===== config.mk =====
export PLATFORM = sky130hd
export DESIGN_NAME = ssx_exec
export DESIGN_NICKNAME = d
export VERILOG_FILES = /design/src/verilog/ssx_alu.v /design/src/verilog/ssx_exec.v
export VERILOG_INCLUDE_DIRS = /design/src /design/src/verilog
export SDC_FILE = /design/constraint.sdc
export NUM_CORES = 1
export LEC_CHECK = 0
export ABC_AREA = 0
export BUFFER_PORTS_ARGS = -buffer_cell sky130_fd_sc_hd__buf_2
export CAP_MARGIN = 25
export CORE_ASPECT_RATIO = 2
export CORE_MARGIN = 4
export CORE_UTILIZATION = 60
export DETAILED_ROUTE_END_ITERATION = 6
export GPL_ROUTABILITY_DRIVEN = 0
export MAX_ROUTING_LAYER = met4
export PLACE_DENSITY = 0.76
export SLEW_MARGIN = 20
export SYNTH_ARGS = -nofsm -noshare
export SYNTH_HDL_FRONTEND = slang
export SYNTH_SLANG_ARGS = --single-unit

===== constraint.sdc =====
create_clock -name i_core_clk -period 4.61 [get_ports i_core_clk]
set_input_delay 0.2305 -clock i_core_clk [delete_from_list [all_inputs] [get_ports i_core_clk]]
set_output_delay 0.2305 -clock i_core_clk [all_outputs]
set_load 0.01 [all_outputs]

===== src/verilog/ssx_defines.vh =====
// Constants for the subtract, swap and power-down execute block
`ifndef SSX_DEFINES_VH
`define SSX_DEFINES_VH
`define SSX_APB_CTRL      12'h000
`define SSX_APB_INSN      12'h004
`define SSX_APB_ACC       12'h008
`define SSX_APB_STATUS    12'h00C
`define SSX_APB_FILE_DATA 12'h010
`define SSX_APB_FILE_ADDR 12'h014
`define SSX_APB_WDT       12'h018
`define SSX_CTRL_EXEC     0
`define SSX_ST_CARRY      0
`define SSX_ST_NIBBLE     1
`define SSX_ST_ZERO       2
`define SSX_ST_PD         3
`define SSX_ST_TO         4
`define SSX_ST_SLEEP      5
`define SSX_ST_BUSY       6
`define SSX_ST_RESET      8'h18
`define SSX_OP_LIT_HI     5'h1E
`define SSX_OP_SUBF       6'h02
`define SSX_OP_SWAP       6'h0E
`define SSX_OP_SLEEP      14'h0063
`define SSX_FILE_DEPTH    128
`endif


===== src/verilog/ssx_alu.v =====
// Subtract and nibble-exchange datapath
`timescale 1ns/10ps
`include "ssx_defines.vh"
module ssx_alu #(
	parameter WIDTH = 8
) (
	input  wire [WIDTH-1:0] i_minuend,
	input  wire [WIDTH-1:0] i_subtrahend,
	output wire [WIDTH-1:0] o_difference,
	output wire [WIDTH-1:0] o_swapped,
	output wire             o_carry,
	output wire             o_nibble_borrow_flag,
	output wire             o_zero
);
	wire [WIDTH:0] full_sum;
	wire [4:0]     low_sum;
	// Two's complement: a + ~b + 1, carry out means no borrow
	assign full_sum = {1'b0, i_minuend} + {1'b0, ~i_subtrahend} + {{WIDTH{1'b0}}, 1'b1};
	assign low_sum  = {1'b0, i_minuend[3:0]} + {1'b0, ~i_subtrahend[3:0]} + 5'h01;
	assign o_difference         = full_sum[WIDTH-1:0];
	assign o_carry              = full_sum[WIDTH];
	assign o_nibble_borrow_flag = low_sum[4];
	assign o_zero               = (full_sum[WIDTH-1:0] == {WIDTH{1'b0}});
	assign o_swapped            = {i_minuend[3:0], i_minuend[7:4]};
endmodule // ssx_alu


===== src/verilog/ssx_exec.v =====
// Subtract, swap and power-down execute unit with APB registers
//
// The register offsets and the APB slave port were decided locally.
`timescale 1ns/10ps
`include "ssx_defines.vh"
module ssx_exec #(
	parameter WDT_WIDTH = 8
) (
	input  wire        i_core_clk,
	input  wire        i_reset_n,
	input  wire        i_psel,
	input  wire        i_penable,
	input  wire        i_pwrite,
	input  wire [11:0] i_paddr,
	input  wire [31:0] i_pwdata,
	input  wire [3:0]  i_pstrb,
	output reg  [31:0] o_prdata,
	output wire        o_pready,
	output wire        o_pslverr,
	output wire        o_sleep,
	output wire [1:0]  o_q_phase
);
	localparam ST_IDLE = 1'b0;
	localparam ST_RUN  = 1'b1;

	reg  [7:0]           file_mem [0:`SSX_FILE_DEPTH-1];
	reg  [13:0]          insn_q;
	reg  [7:0]           acc_q;
	reg  [7:0]           status_q;
	reg  [6:0]           faddr_q;
	reg  [WDT_WIDTH-1:0] wdt_q;
	reg  [WDT_WIDTH-1:0] wdt_pre_q;
	reg  [1:0]           q_q;
	reg                  state_q;
	reg                  sleep_q;
	reg  [7:0]           operand_q;
	reg  [7:0]           result_q;
	reg                  carry_q;
	reg                  nib_q;
	reg                  zero_q;

	wire wr_acc;
	wire rd_acc;
	wire is_lit;
	wire is_subf;
	wire is_swap;
	wire is_sleep;
	wire dest_file;
	wire [6:0] f_addr;
	wire [7:0] alu_min;
	wire [7:0] diff;
	wire [7:0] swapped;
	wire       c_out;
	wire       n_out;
	wire       z_out;
	wire       exec_go;

	assign wr_acc    = i_psel & i_penable & i_pwrite;
	assign rd_acc    = i_psel & i_penable & ~i_pwrite;
	assign o_pready  = 1'b1;
	assign o_pslverr = 1'b0;
	assign o_sleep   = sleep_q;
	assign o_q_phase = q_q;

	assign is_lit    = (insn_q[13:9] == `SSX_OP_LIT_HI);
	assign is_subf   = ({insn_q[13:12], insn_q[11:8]} == `SSX_OP_SUBF);
	assign is_swap   = ({insn_q[13:12], insn_q[11:8]} == `SSX_OP_SWAP);
	assign is_sleep  = (insn_q == `SSX_OP_SLEEP);
	assign dest_file = insn_q[7];
	assign f_addr    = insn_q[6:0];
	assign exec_go   = wr_acc && (i_paddr == `SSX_APB_CTRL) && i_pwdata[`SSX_CTRL_EXEC]
		&& state_q == ST_IDLE && !sleep_q;

	// Literal minuend spans full 0..255
	assign alu_min = is_lit ? insn_q[7:0] : operand_q;

	ssx_alu #(
		.WIDTH(8)
	) u_alu (
		.i_minuend            (alu_min),
		.i_subtrahend         (acc_q),
		.o_difference         (diff),
		.o_swapped            (swapped),
		.o_carry              (c_out),
		.o_nibble_borrow_flag (n_out),
		.o_zero               (z_out)
	);

	// Four quarter-cycle sequencer, one instruction cycle per op
	always @(posedge i_core_clk or negedge i_reset_n) begin
		if (!i_reset_n) begin
			state_q   <= ST_IDLE;
			q_q       <= 2'h0;
			acc_q     <= 8'h00;
			status_q  <= `SSX_ST_RESET;
			insn_q    <= 14'h0000;
			faddr_q   <= 7'h00;
			wdt_q     <= {WDT_WIDTH{1'b0}};
			wdt_pre_q <= {WDT_WIDTH{1'b0}};
			sleep_q   <= 1'b0;
			operand_q <= 8'h00;
			result_q  <= 8'h00;
			carry_q   <= 1'b0;
			nib_q     <= 1'b0;
			zero_q    <= 1'b0;
		end else begin
			if (wr_acc && i_paddr == `SSX_APB_INSN && state_q == ST_IDLE) begin
				insn_q <= i_pwdata[13:0];
			end
			if (wr_acc && i_paddr == `SSX_APB_FILE_ADDR) begin
				faddr_q <= i_pwdata[6:0];
			end
			if (wr_acc && i_paddr == `SSX_APB_STATUS && state_q == ST_IDLE) begin
				status_q <= i_pwdata[7:0];
				// Software may only wake the core; sleep entry stays at Q4
				if (!i_pwdata[`SSX_ST_SLEEP]) begin
					sleep_q <= 1'b0;
				end
			end
			if (wr_acc && i_paddr == `SSX_APB_ACC && state_q == ST_IDLE) begin
				acc_q <= i_pwdata[7:0];
			end
			if (!sleep_q && state_q == ST_IDLE) begin
				wdt_pre_q <= wdt_pre_q + {{(WDT_WIDTH-1){1'b0}}, 1'b1};
				if (&wdt_pre_q) begin
					wdt_q <= wdt_q + {{(WDT_WIDTH-1){1'b0}}, 1'b1};
				end
			end
			case (state_q)
				ST_IDLE: begin
					if (exec_go) begin
						state_q <= ST_RUN;
						q_q     <= 2'h0;
					end
				end
				ST_RUN: begin
					q_q <= q_q + 2'h1;
					case (q_q)
						2'h0: begin
							// File operand read; sleep idles through Q2/Q3
							operand_q <= file_mem[f_addr];
						end
						2'h1: begin
							result_q <= is_swap ? swapped : diff;
							carry_q  <= c_out;
							nib_q    <= n_out;
							zero_q   <= z_out;
						end
						2'h2: begin
						end
						default: begin
							state_q <= ST_IDLE;
							if (is_sleep) begin
								sleep_q              <= 1'b1;
								wdt_q                <= {WDT_WIDTH{1'b0}};
								wdt_pre_q            <= {WDT_WIDTH{1'b0}};
								status_q[`SSX_ST_TO] <= 1'b1;
								status_q[`SSX_ST_PD] <= 1'b0;
							end
							if (is_lit || is_subf) begin
								// Carry, nibble borrow and zero flags from the subtraction
								status_q[`SSX_ST_CARRY]  <= carry_q;
								status_q[`SSX_ST_NIBBLE] <= nib_q;
								status_q[`SSX_ST_ZERO]   <= zero_q;
							end
							if (is_lit || ((is_subf || is_swap) && !dest_file)) begin
								acc_q <= result_q;
							end
						end
					endcase
				end
				default: begin
					state_q <= ST_IDLE;
				end
			endcase
		end
	end

	// File register array, Q4 write-back or bus write
	always @(posedge i_core_clk) begin
		if (state_q == ST_RUN && q_q == 2'h3 && (is_subf || is_swap) && dest_file) begin
			file_mem[f_addr] <= result_q;
		end else if (wr_acc && i_paddr == `SSX_APB_FILE_DATA && state_q == ST_IDLE) begin
			file_mem[faddr_q] <= i_pwdata[7:0];
		end
	end

	always @* begin
		o_prdata = 32'h0000_0000;
		if (rd_acc) begin
			case (i_paddr)
				`SSX_APB_CTRL:      o_prdata = {31'h0000_0000, state_q};
				`SSX_APB_INSN:      o_prdata = {18'h0_0000, insn_q};
				`SSX_APB_ACC:       o_prdata = {24'h00_0000, acc_q};
				`SSX_APB_STATUS:    o_prdata = {24'h00_0000, status_q[7], state_q,
					sleep_q, status_q[4:0]};
				`SSX_APB_FILE_DATA: o_prdata = {24'h00_0000, file_mem[faddr_q]};
				`SSX_APB_FILE_ADDR: o_prdata = {25'h000_0000, faddr_q};
				`SSX_APB_WDT:       o_prdata = {{(32-WDT_WIDTH){1'b0}}, wdt_q};
				default:            o_prdata = 32'h0000_0000;
			endcase
		end
	end
endmodule // ssx_exec


# == Word level (Yosys, flattened, before mapping) ==
# Memories as Yosys holds them, arrays and structs flattened. A register that Yosys moved wholly into a read port is not among the register bits.
# Cells that the tools add are included.
# totals
reg_bits,68
ramBits,1024
output_inout_bits,37
mem_count,1
word_cells,115
input_bits,53
# classes
reduce_logical,32
eq_ne,14
bitwise_logic,7
addsub,7
muxes,40
# mem_list
memory,depth,word_bits,rd,rd_clocked_by_memory_dff,wr,line_no,source
file_mem,128,8,2,1,1,ssx_exec.v:26,reg [7:0] file_mem [0:`SSX_FILE_DEPTH-1];
# ops
cell,count
two-way mux 8 bit,16
one-hot mux 14 bit (7 select lines),1
equality test 12 x 5 -> 1 bit (second input constant),3
equality test 12 x 4 -> 1 bit (second input constant),2
logical AND 1 bit,18
adder 8 x 1 -> 8 bit (second input constant),2
two-way mux 5 bit,3
equality test 14 x 7 -> 1 bit (second input constant),1
two-way mux 14 bit,1
two-way mux 1 bit,13
equality test 12 x 3 -> 1 bit (second input constant),1
logical NOT 12 bit,1
adder 8 x 8 -> 9 bit,1
adder 9 x 1 -> 9 bit (second input constant),1
logical NOT 8 bit,1
inverter 8 bit,1
AND reduction 8 bit,1
OR reduction 8 bit,1
two-way mux 7 bit,1
equality test 6 x 2 -> 1 bit (second input constant),1
equality test 6 x 4 -> 1 bit (second input constant),1
adder 4 x 4 -> 5 bit,1
adder 5 x 1 -> 5 bit (second input constant),1
equality test 5 bit (second input constant),1
16 further kinds,26

# == Longest topological paths before layout ==
# Gate-level depths: netlist (run 1).
# logic_depth
ltp_word,9
mapped_depth,17
mapped_depth_nobuf,14

# == Hierarchy ==
# Synthesis (run 1) repeated with hierarchy kept, for this count alone.
# hier_totals
cells_unflattened,3034
area_unflattened_um2,53004.6
# by_module_without_submodules
module,seq_area_each_um2,area_per_inst_um2,instances,cells_each
ssx_exec,32603.8,52550.4,1,2976
ssx_alu,0.0,454.2,1,58

# == Worst setup path before layout (run 1) ==
# OpenSTA, ideal clock, no wires.
# synth_timing
path_kind,reg2reg
from,register insn_q[0]
to,register zero_q
path_slack_ns,1.275
t_required_ns,4.488
stages_incl_launch_ff,18
period_less_slack_ns,3.335
n_path_buf,6
t_arrival_ns,3.214
setup_time_ns,0.122
path_cell_list,dfrtp_1 -> buf_6 -> buf_6 -> buf_6 -> buf_8 -> buf_6 -> buf_4 -> mux2i_1 -> ha_1 -> inv_1 -> fa_1 -> a21o_1 -> a21oi_1 -> o21bai_1 -> a21oi_1 -> xnor2_1 -> nor2_1 -> a32o_1
# synth_via
elab_chain_cells,4
# synth_rtl
element,line_no,source
from (decl),ssx_exec.v:27,reg [13:0] insn_q;
from (signal assigned),ssx_exec.v:108,insn_q <= i_pwdata[13:0];
two-way mux 8 bit,ssx_exec.v:75,assign alu_min = is_lit ? insn_q[7:0] : operand_q;
adder 8 x 8 -> 9 bit,ssx_alu.v:18,"assign full_sum = {1'b0, i_minuend} + {1'b0, ~i_subtrahend} + {{WIDTH{1'b0}}, 1'b1};"
adder 9 x 1 -> 9 bit,ssx_alu.v:18,
logical NOT 8 bit,ssx_alu.v:23,assign o_zero = (full_sum[WIDTH-1:0] == {WIDTH{1'b0}});
to (signal assigned),ssx_exec.v:147,zero_q <= z_out;
to (decl),ssx_exec.v:40,reg zero_q;
# Every way passes these cells.
# A chain may end at the register's enable or synchronous reset.

# == Final worst setup path (run 1) ==
# layout_timing
from,register faddr_q[1]
to,output o_prdata[4]
# layout_via
elab_chain_cells,3
# layout_rtl
element,line_no,source
from (decl),ssx_exec.v:30,reg [6:0] faddr_q;
from (signal assigned),ssx_exec.v:111,faddr_q <= i_pwdata[6:0];
memory (128 x 8 bit),-,
one-hot mux 14 bit (7 select lines),ssx_exec.v:191,case (i_paddr)
two-way mux 14 bit,ssx_exec.v:190,if (rd_acc) begin
to (decl),ssx_exec.v:17,"output reg [31:0] o_prdata,"
# Every way passes these cells.

==> reports/qor.txt, run 1 <==
Final setup vio count = 1
Residual overflow from global routing = 0
First drt pass iteration count = 7
Post-synth EDFFs = 1024
TritonCTS Buffers = 92
Share of cells above drive strength 1 = 31.5%
R2R Path Start = insn_q[1]$_DFFE_PN0P_
Core area = 0.0871 mm^2
Remaining DRCs = 0
Hold WS = 32.7 ps
CTS root buffer = clkbuf_16
Worst-path clk slew = 70 ps
Crit end category = output port
Syn avg cell area = 18.2 um^2
DRT antenna net count = 0
TNS Setup = -23.1 ps
Slew HR = 22.1%
Crit Path Category = flop to output port
Hold Path Origin = i_psel
Routed WL per cell = 37.4 um
Lkg Pwr = 17.3 nW
Total GRT Usage = 35.6%
Synth area leader = edfxtp_1
Share of flip-flops with an asynchronous set or reset = 6.74%
Critical Path AT = 4400 ps
RSZ-0062 raised after global routing = no
Mapped Area = 0.0527 mm^2
Largest cells by area after synthesis = edfxtp_1 (58%), mux4_2 (23%), dfrtp_1 (3.4%), mux2i_1 (2.6%), nor2_1 (1.4%)
Area delta synth->final = 9.92%
Failing checks = negative setup slack
Most frequent cells in the layout = edfxtp_1 (1024), mux4_2 (549), nor2_1 (193)
H-tree depth = 3
Port Buffers = 47
Nets = 3055
First-pass GRT wire length = 228000 um
Final Cycle Share = 101%
# IOs = 90
Hold crit path type = input port to flop
Status = finished with violations
Final WS setup = -23.1 ps
Final number of hold-violating endpoints = 0
Cell Pwr Density = 327 mW/mm^2
Worst clock skew = 40.8 ps
Setup crit start kind = flop
Row count = 153
Die footprint = 0.0930 mm^2
Fmax = 216 MHz
Worst-path fanout max = 56
Vias = 31600
Detailed Route Iter0 Violations = 4981
CTS Sinks = 1098
DR vias/cell = 7.49
VDD IR max = 279 uV
Die X = 218 um
Routed wire length = 158000 um
Commonest non-fill, non-tap cell in the layout = edfxtp_1
CP Launch Point = faddr_q[1]$_DFFE_PN0P_
Critical Path RT = 4380 ps
Top FF cell, synth = edfxtp_1
Post-synth top area share = 58.3%
Finished Core Util = 66.5%
Worst Tran Pin Value = 1160 ps
CTS Buffer Depth = 3
Die Height = 427 um
Period minus WS final = 4630 ps
Cells after synthesis = 2896
Max cap viols = 0
Sequential fraction of the synthesis area = 61.8%
Starting density of the core = 60.5%
Initial antenna violation count = 0
Largest net degree at the start of global routing = 129
Post-synth cell types = 74
#FFs+latches synth = 1098
Pins Over Slew Limit = 0
Yosys synthesis warning count = 0
Detail Placement HPWL = 105000 um
Clock latency on the worst-skew pair = 720 ps
CTS tree = built
Pre-CTS setup slack = 726 ps
Number of global-route vias before repair = 32800
cells by family after synthesis:
family,after synthesis,share of synthesized area (%)
compound gates,302,3.88
xor+xnor,18,0.299
fa+ha+maj,14,0.346
buf+inv,280,2.81
flops,1098,61.8
mux,718,26.7
other cells,2,0.0142
simple gates,464,4.08
flip-flops by register name, indices dropped and copies added, names as in the netlist:
register,count
status_q,6
wdt_pre_q,8
zero_q,1
carry_q,1
state_q,1
o_sleep,1
o_q_phase,2
faddr_q,7
nib_q,1
wdt_q,8
insn_q,14
operand_q,8
file_mem,1024
acc_q,8
result_q,8
stage by stage:
| stage | cells | instance area [um^2] | power (mW) |
|---|---|---|---|
| floorplan | 2914 | 52800 | 11.1 |
| global placement | 4008 | 54500 | 11.1 |
| detailed placement | 4024 | 54600 | 11.1 |
| CTS | 4211 | 57800 | 19.0 |
| global route | 4226 | 57900 | 19.4 |
| finish | 4227 | 58000 | 19.0 |
worst max-delay path, stage by stage (launching register included):
cell,delay [ps]
dfrtp_4,860
buf_12,390
mux4_2,380
mux4_2,530
mux2i_1,580
a211oi_1,320
a211o_1,350
buf_2,160
final cells by class:
class | count | area (um^2)
flip-flops and latches | 1098 | 32600
fillers | 5573 | 29200
multi-input cells | 1536 | 18800
clock buffers | 126 | 2530
repair buffers | 222 | 1940
well taps | 1162 | 1450
clock inverters | 44 | 474
inverters | 38 | 148
diodes | 1 | 2.50
worst paths after layout:
| check | endpoint | slack [ps] | depth (start not counted) |
|---|---|---|---|
| hold reg to reg | operand_q[5]$_DFFE_PN0P_ | 490 | 1 |
| hold / removal | state_q$_DFF_PN0_ | 30 | 4 |
| setup reg to reg | operand_q[7]$_DFFE_PN0P_ | 800 | 6 |
| max in group asynchronous | status_q[3]$_DFF_PN1_ | 3450 | 4 |
| min in group asynchronous | state_q$_DFF_PN0_ | 510 | 3 |
| setup / recovery | o_prdata[4] | -20 | 7 |
cells in the mapped netlist, drive strengths merged (41+ instances only):
cell type,count
edfxtp,1024
nand2,113
nor2,194
clkbuf,101
buf,140
a221oi,51
o21ai,68
dfrtp,72
mux2i,138
mux4,549
a21oi,64
nand3,41
per-layer routing:
layer	vias to the layer above	share of wire [%]	global-route usage [%]
li1	12300	-	-
met5	-	0	-
met3	780	10	7.66
met4	0	10	27.6
met2	2429	50	56.8
met1	16200	30	39.0
where the power goes:
group          internal, mW  leakage, nW  total (mW)  switching (mW)
registers              10.8         9.46        10.8          0.0284
logic                0.0638         6.39       0.154          0.0902
clock network          4.42         1.47        8.02            3.60
total                  15.2         17.3        19.0            3.72
what timing repair did:
action / 4_1_cts / 5_1_grt
hold endpoints to repair: 109 / 2
gates resized for setup: 0 / 3
hold buffers: 16 / 1
endpoints found under the setup margin: 2 / 3
setup buffers: 1 / 6
Note: power is estimated with default switching activity, not from simulation.
==> run 2: changes to the inputs <==
CELL_PAD_IN_SITES_DETAIL_PLACEMENT = 2   (was not set)
CELL_PAD_IN_SITES_GLOBAL_PLACEMENT = 2   (was not set)
CORE_MARGIN = not set   (was 4)
CORE_UTILIZATION = 49   (was 60)
PLACE_DENSITY = 0.79   (was 0.76)
==> run 2 against run 1 <==
Net effect: the run ends with design-rule violations left; setup slack better by 150 ps; die area rose by 17%; non-clock buffer count rose by 36; clock skew decreased by 11 ps; critical endpoint is now o_prdata[5]; largest power group unchanged; highest routed layer unchanged.
==> reports/qor.txt, run 2 (synthesized netlist as in run 1, its figures left out) <==
Starting density of the core = 49.6%
Detail Placement HPWL = 132000 um
Hold Path Origin = i_paddr[4]
Fmax = 223 MHz
Period minus WS final = 4490 ps
Crit Path Category = flop to output port
Most frequent cells in the layout = edfxtp_1 (1024), mux4_2 (549), nor2_1 (191)
Hold WS = 97.0 ps
RSZ-0062 raised after global routing = no
Registers with the most flip-flops = file_mem: 1024 flops, insn_q: 14 flops
CTS tree = built
Largest reg by FF count = file_mem
CTS Buffer Depth = 3
Max reg flops = 1024
Setup slack, reg-to-reg = 500 ps
Row count = 169
Post-Layout Inst Area = 0.0587 mm^2
Hold Path Cell Cnt = 4
DRT antenna net count = 0
CTS Sinks = 1098
Nets = 3095
Worst-path fanout max = 39
Largest net degree at the start of global routing = 129
Share of cells above drive strength 1 = 32.8%
Most used cell, CP = mux4_2
Detailed Route Iter0 Violations = 4004
FF-to-FF End = file_mem[60][5]$_DFFE_PP_
Crit end category = output port
VDD IR max = 278 uV
Routed wire length = 201000 um
Failing checks = design-rule violations
Slew HR = 25.2%
Critical Path RT = 4380 ps
Final setup vio count = 0
Pins Over Slew Limit = 0
Remaining DRCs = 28
Lkg Pwr = 17.6 nW
Commonest non-fill, non-tap cell in the layout = edfxtp_1
Area delta synth->final = 11.4%
Die X = 234 um
# IOs = 90
First drt pass iteration count = 7
Max incr delay on CP = 870 ps
Setup crit start kind = flop
First-pass GRT wire length = 280000 um
Placed cell areas = 0.0551 mm^2
Cell Pwr Density = 335 mW/mm^2
Max cap viols = 0
Die Height = 466 um
Residual overflow from global routing = 0
Worst clock skew = 29.8 ps
CTS root buffer = clkbuf_16
R2R depth = 6
Routed WL per cell = 44.9 um
Pre-CTS setup slack = 440 ps
Vias = 33000
Worst Tran Pin Value = 1120 ps
DR vias/cell = 7.36
Final Cycle Share = 97.4%
Total GRT Usage = 38.9%
Number of global-route vias before repair = 36000
TNS Setup = 0 ps
Clock latency on the worst-skew pair = 740 ps
Critical Path AT = 4260 ps
Port Buffers = 47
Final number of hold-violating endpoints = 0
TritonCTS Buffers = 96
Status = finished with violations
R2R Path Start = state_q$_DFF_PN0_
Worst-path clk slew = 70 ps
Die footprint = 0.109 mm^2
Core area = 0.106 mm^2
WHS Endpoint = acc_q[3]$_DFF_PN0_
Final WS setup = 122 ps
Initial antenna violation count = 4
Finished Core Util = 55.2%
H-tree depth = 3
Crit-path cells = buf_4, mux4_2, mux4_2, inv_1, o22ai_1, a211oi_1, o21ai_1, buf_2
Hold crit path type = input port to flop
CP max-delay cell = dfrtp_4
[run 2: changes by cell type in the layout (fill, tap and decap cells not counted), moves of 4 or more]
| cell | change |
|---|---|
| clkinvlp_4 | +5 |
| diode_2 | +5 |
| clkbuf_1 | -13 |
| buf_4 | +36 |
| clkinv_2 | +5 |
| inv_6 | +4 |
| bufinv_16 | +4 |
| clkinv_4 | +4 |
[run 2: what timing repair did]
item,CTS,global route
hold buffers,18,0
setup buffers,3,0
endpoints found under the hold margin,109,0
resized for setup,0,0
endpoints found under the setup margin,2,0
[run 2: how the worst max path moves through the flow]
stage / from / endpoint / slack (ps) / cells after the start
finish: faddr_q[1]$_DFFE_PN0P_ / o_prdata[5] / 120 / 8
detailed placement: i_paddr[9] / file_mem[111][6]$_DFFE_PP_ / 440 / 8
global placement: i_paddr[9] / file_mem[31][5]$_DFFE_PP_ / 600 / 9
global route: faddr_q[1]$_DFFE_PN0P_ / o_prdata[5] / 120 / 8
CTS: faddr_q[1]$_DFFE_PN0P_ / o_prdata[5] / 160 / 9
floorplan: insn_q[0]$_DFFE_PN0P_ / zero_q$_DFFE_PN0P_ / 1270 / 17
[run 2: where the power goes]
group	total (mW)	internal [mW]	switching, mW
Clock	8.73	4.69	4.05
Combinational	0.166	0.0628	0.103
Sequential	10.8	10.7	0.0350
[run 2: per-stage QoR]
| step | total power [mW] | std cells |
|---|---|---|
| after floorplan | 11.1 | 2914 |
| after global placement | 11.1 | 4262 |
| after detailed placement | 11.1 | 4268 |
| after CTS | 19.7 | 4468 |
| after global routing | 20.0 | 4481 |
| final | 19.7 | 4483 |
[run 2: layer usage]
layer	GRT usage [%]	share of wire (%)	vias to the layer above	wire length (um)
li1	-	-	12400	-
met1	39.6	31	17700	62100
met2	64.9	52	2176	104000
met3	6.26	7.0	804	14100
met4	32.5	10	0	20700
met5	-	0	-	0
[run 2: final cells by class]
type	count	area (um^2)
Fill cell	8929	47700
Sequential cell	1098	32600
Multi-Input combinational cell	1536	18800
Clock buffer	109	2470
Timing Repair Buffer	258	2190
Tap cell	1368	1710
Clock inverter	70	772
Inverter	38	145
Antenna cell	6	15.0
[run 2: worst max-delay path, delay by kind of cell, from the launching register on]
kind            cells  cell delay (ps)
mux                 2             1020
buf+inv             3              930
flops               1              870
compound gates      3              590
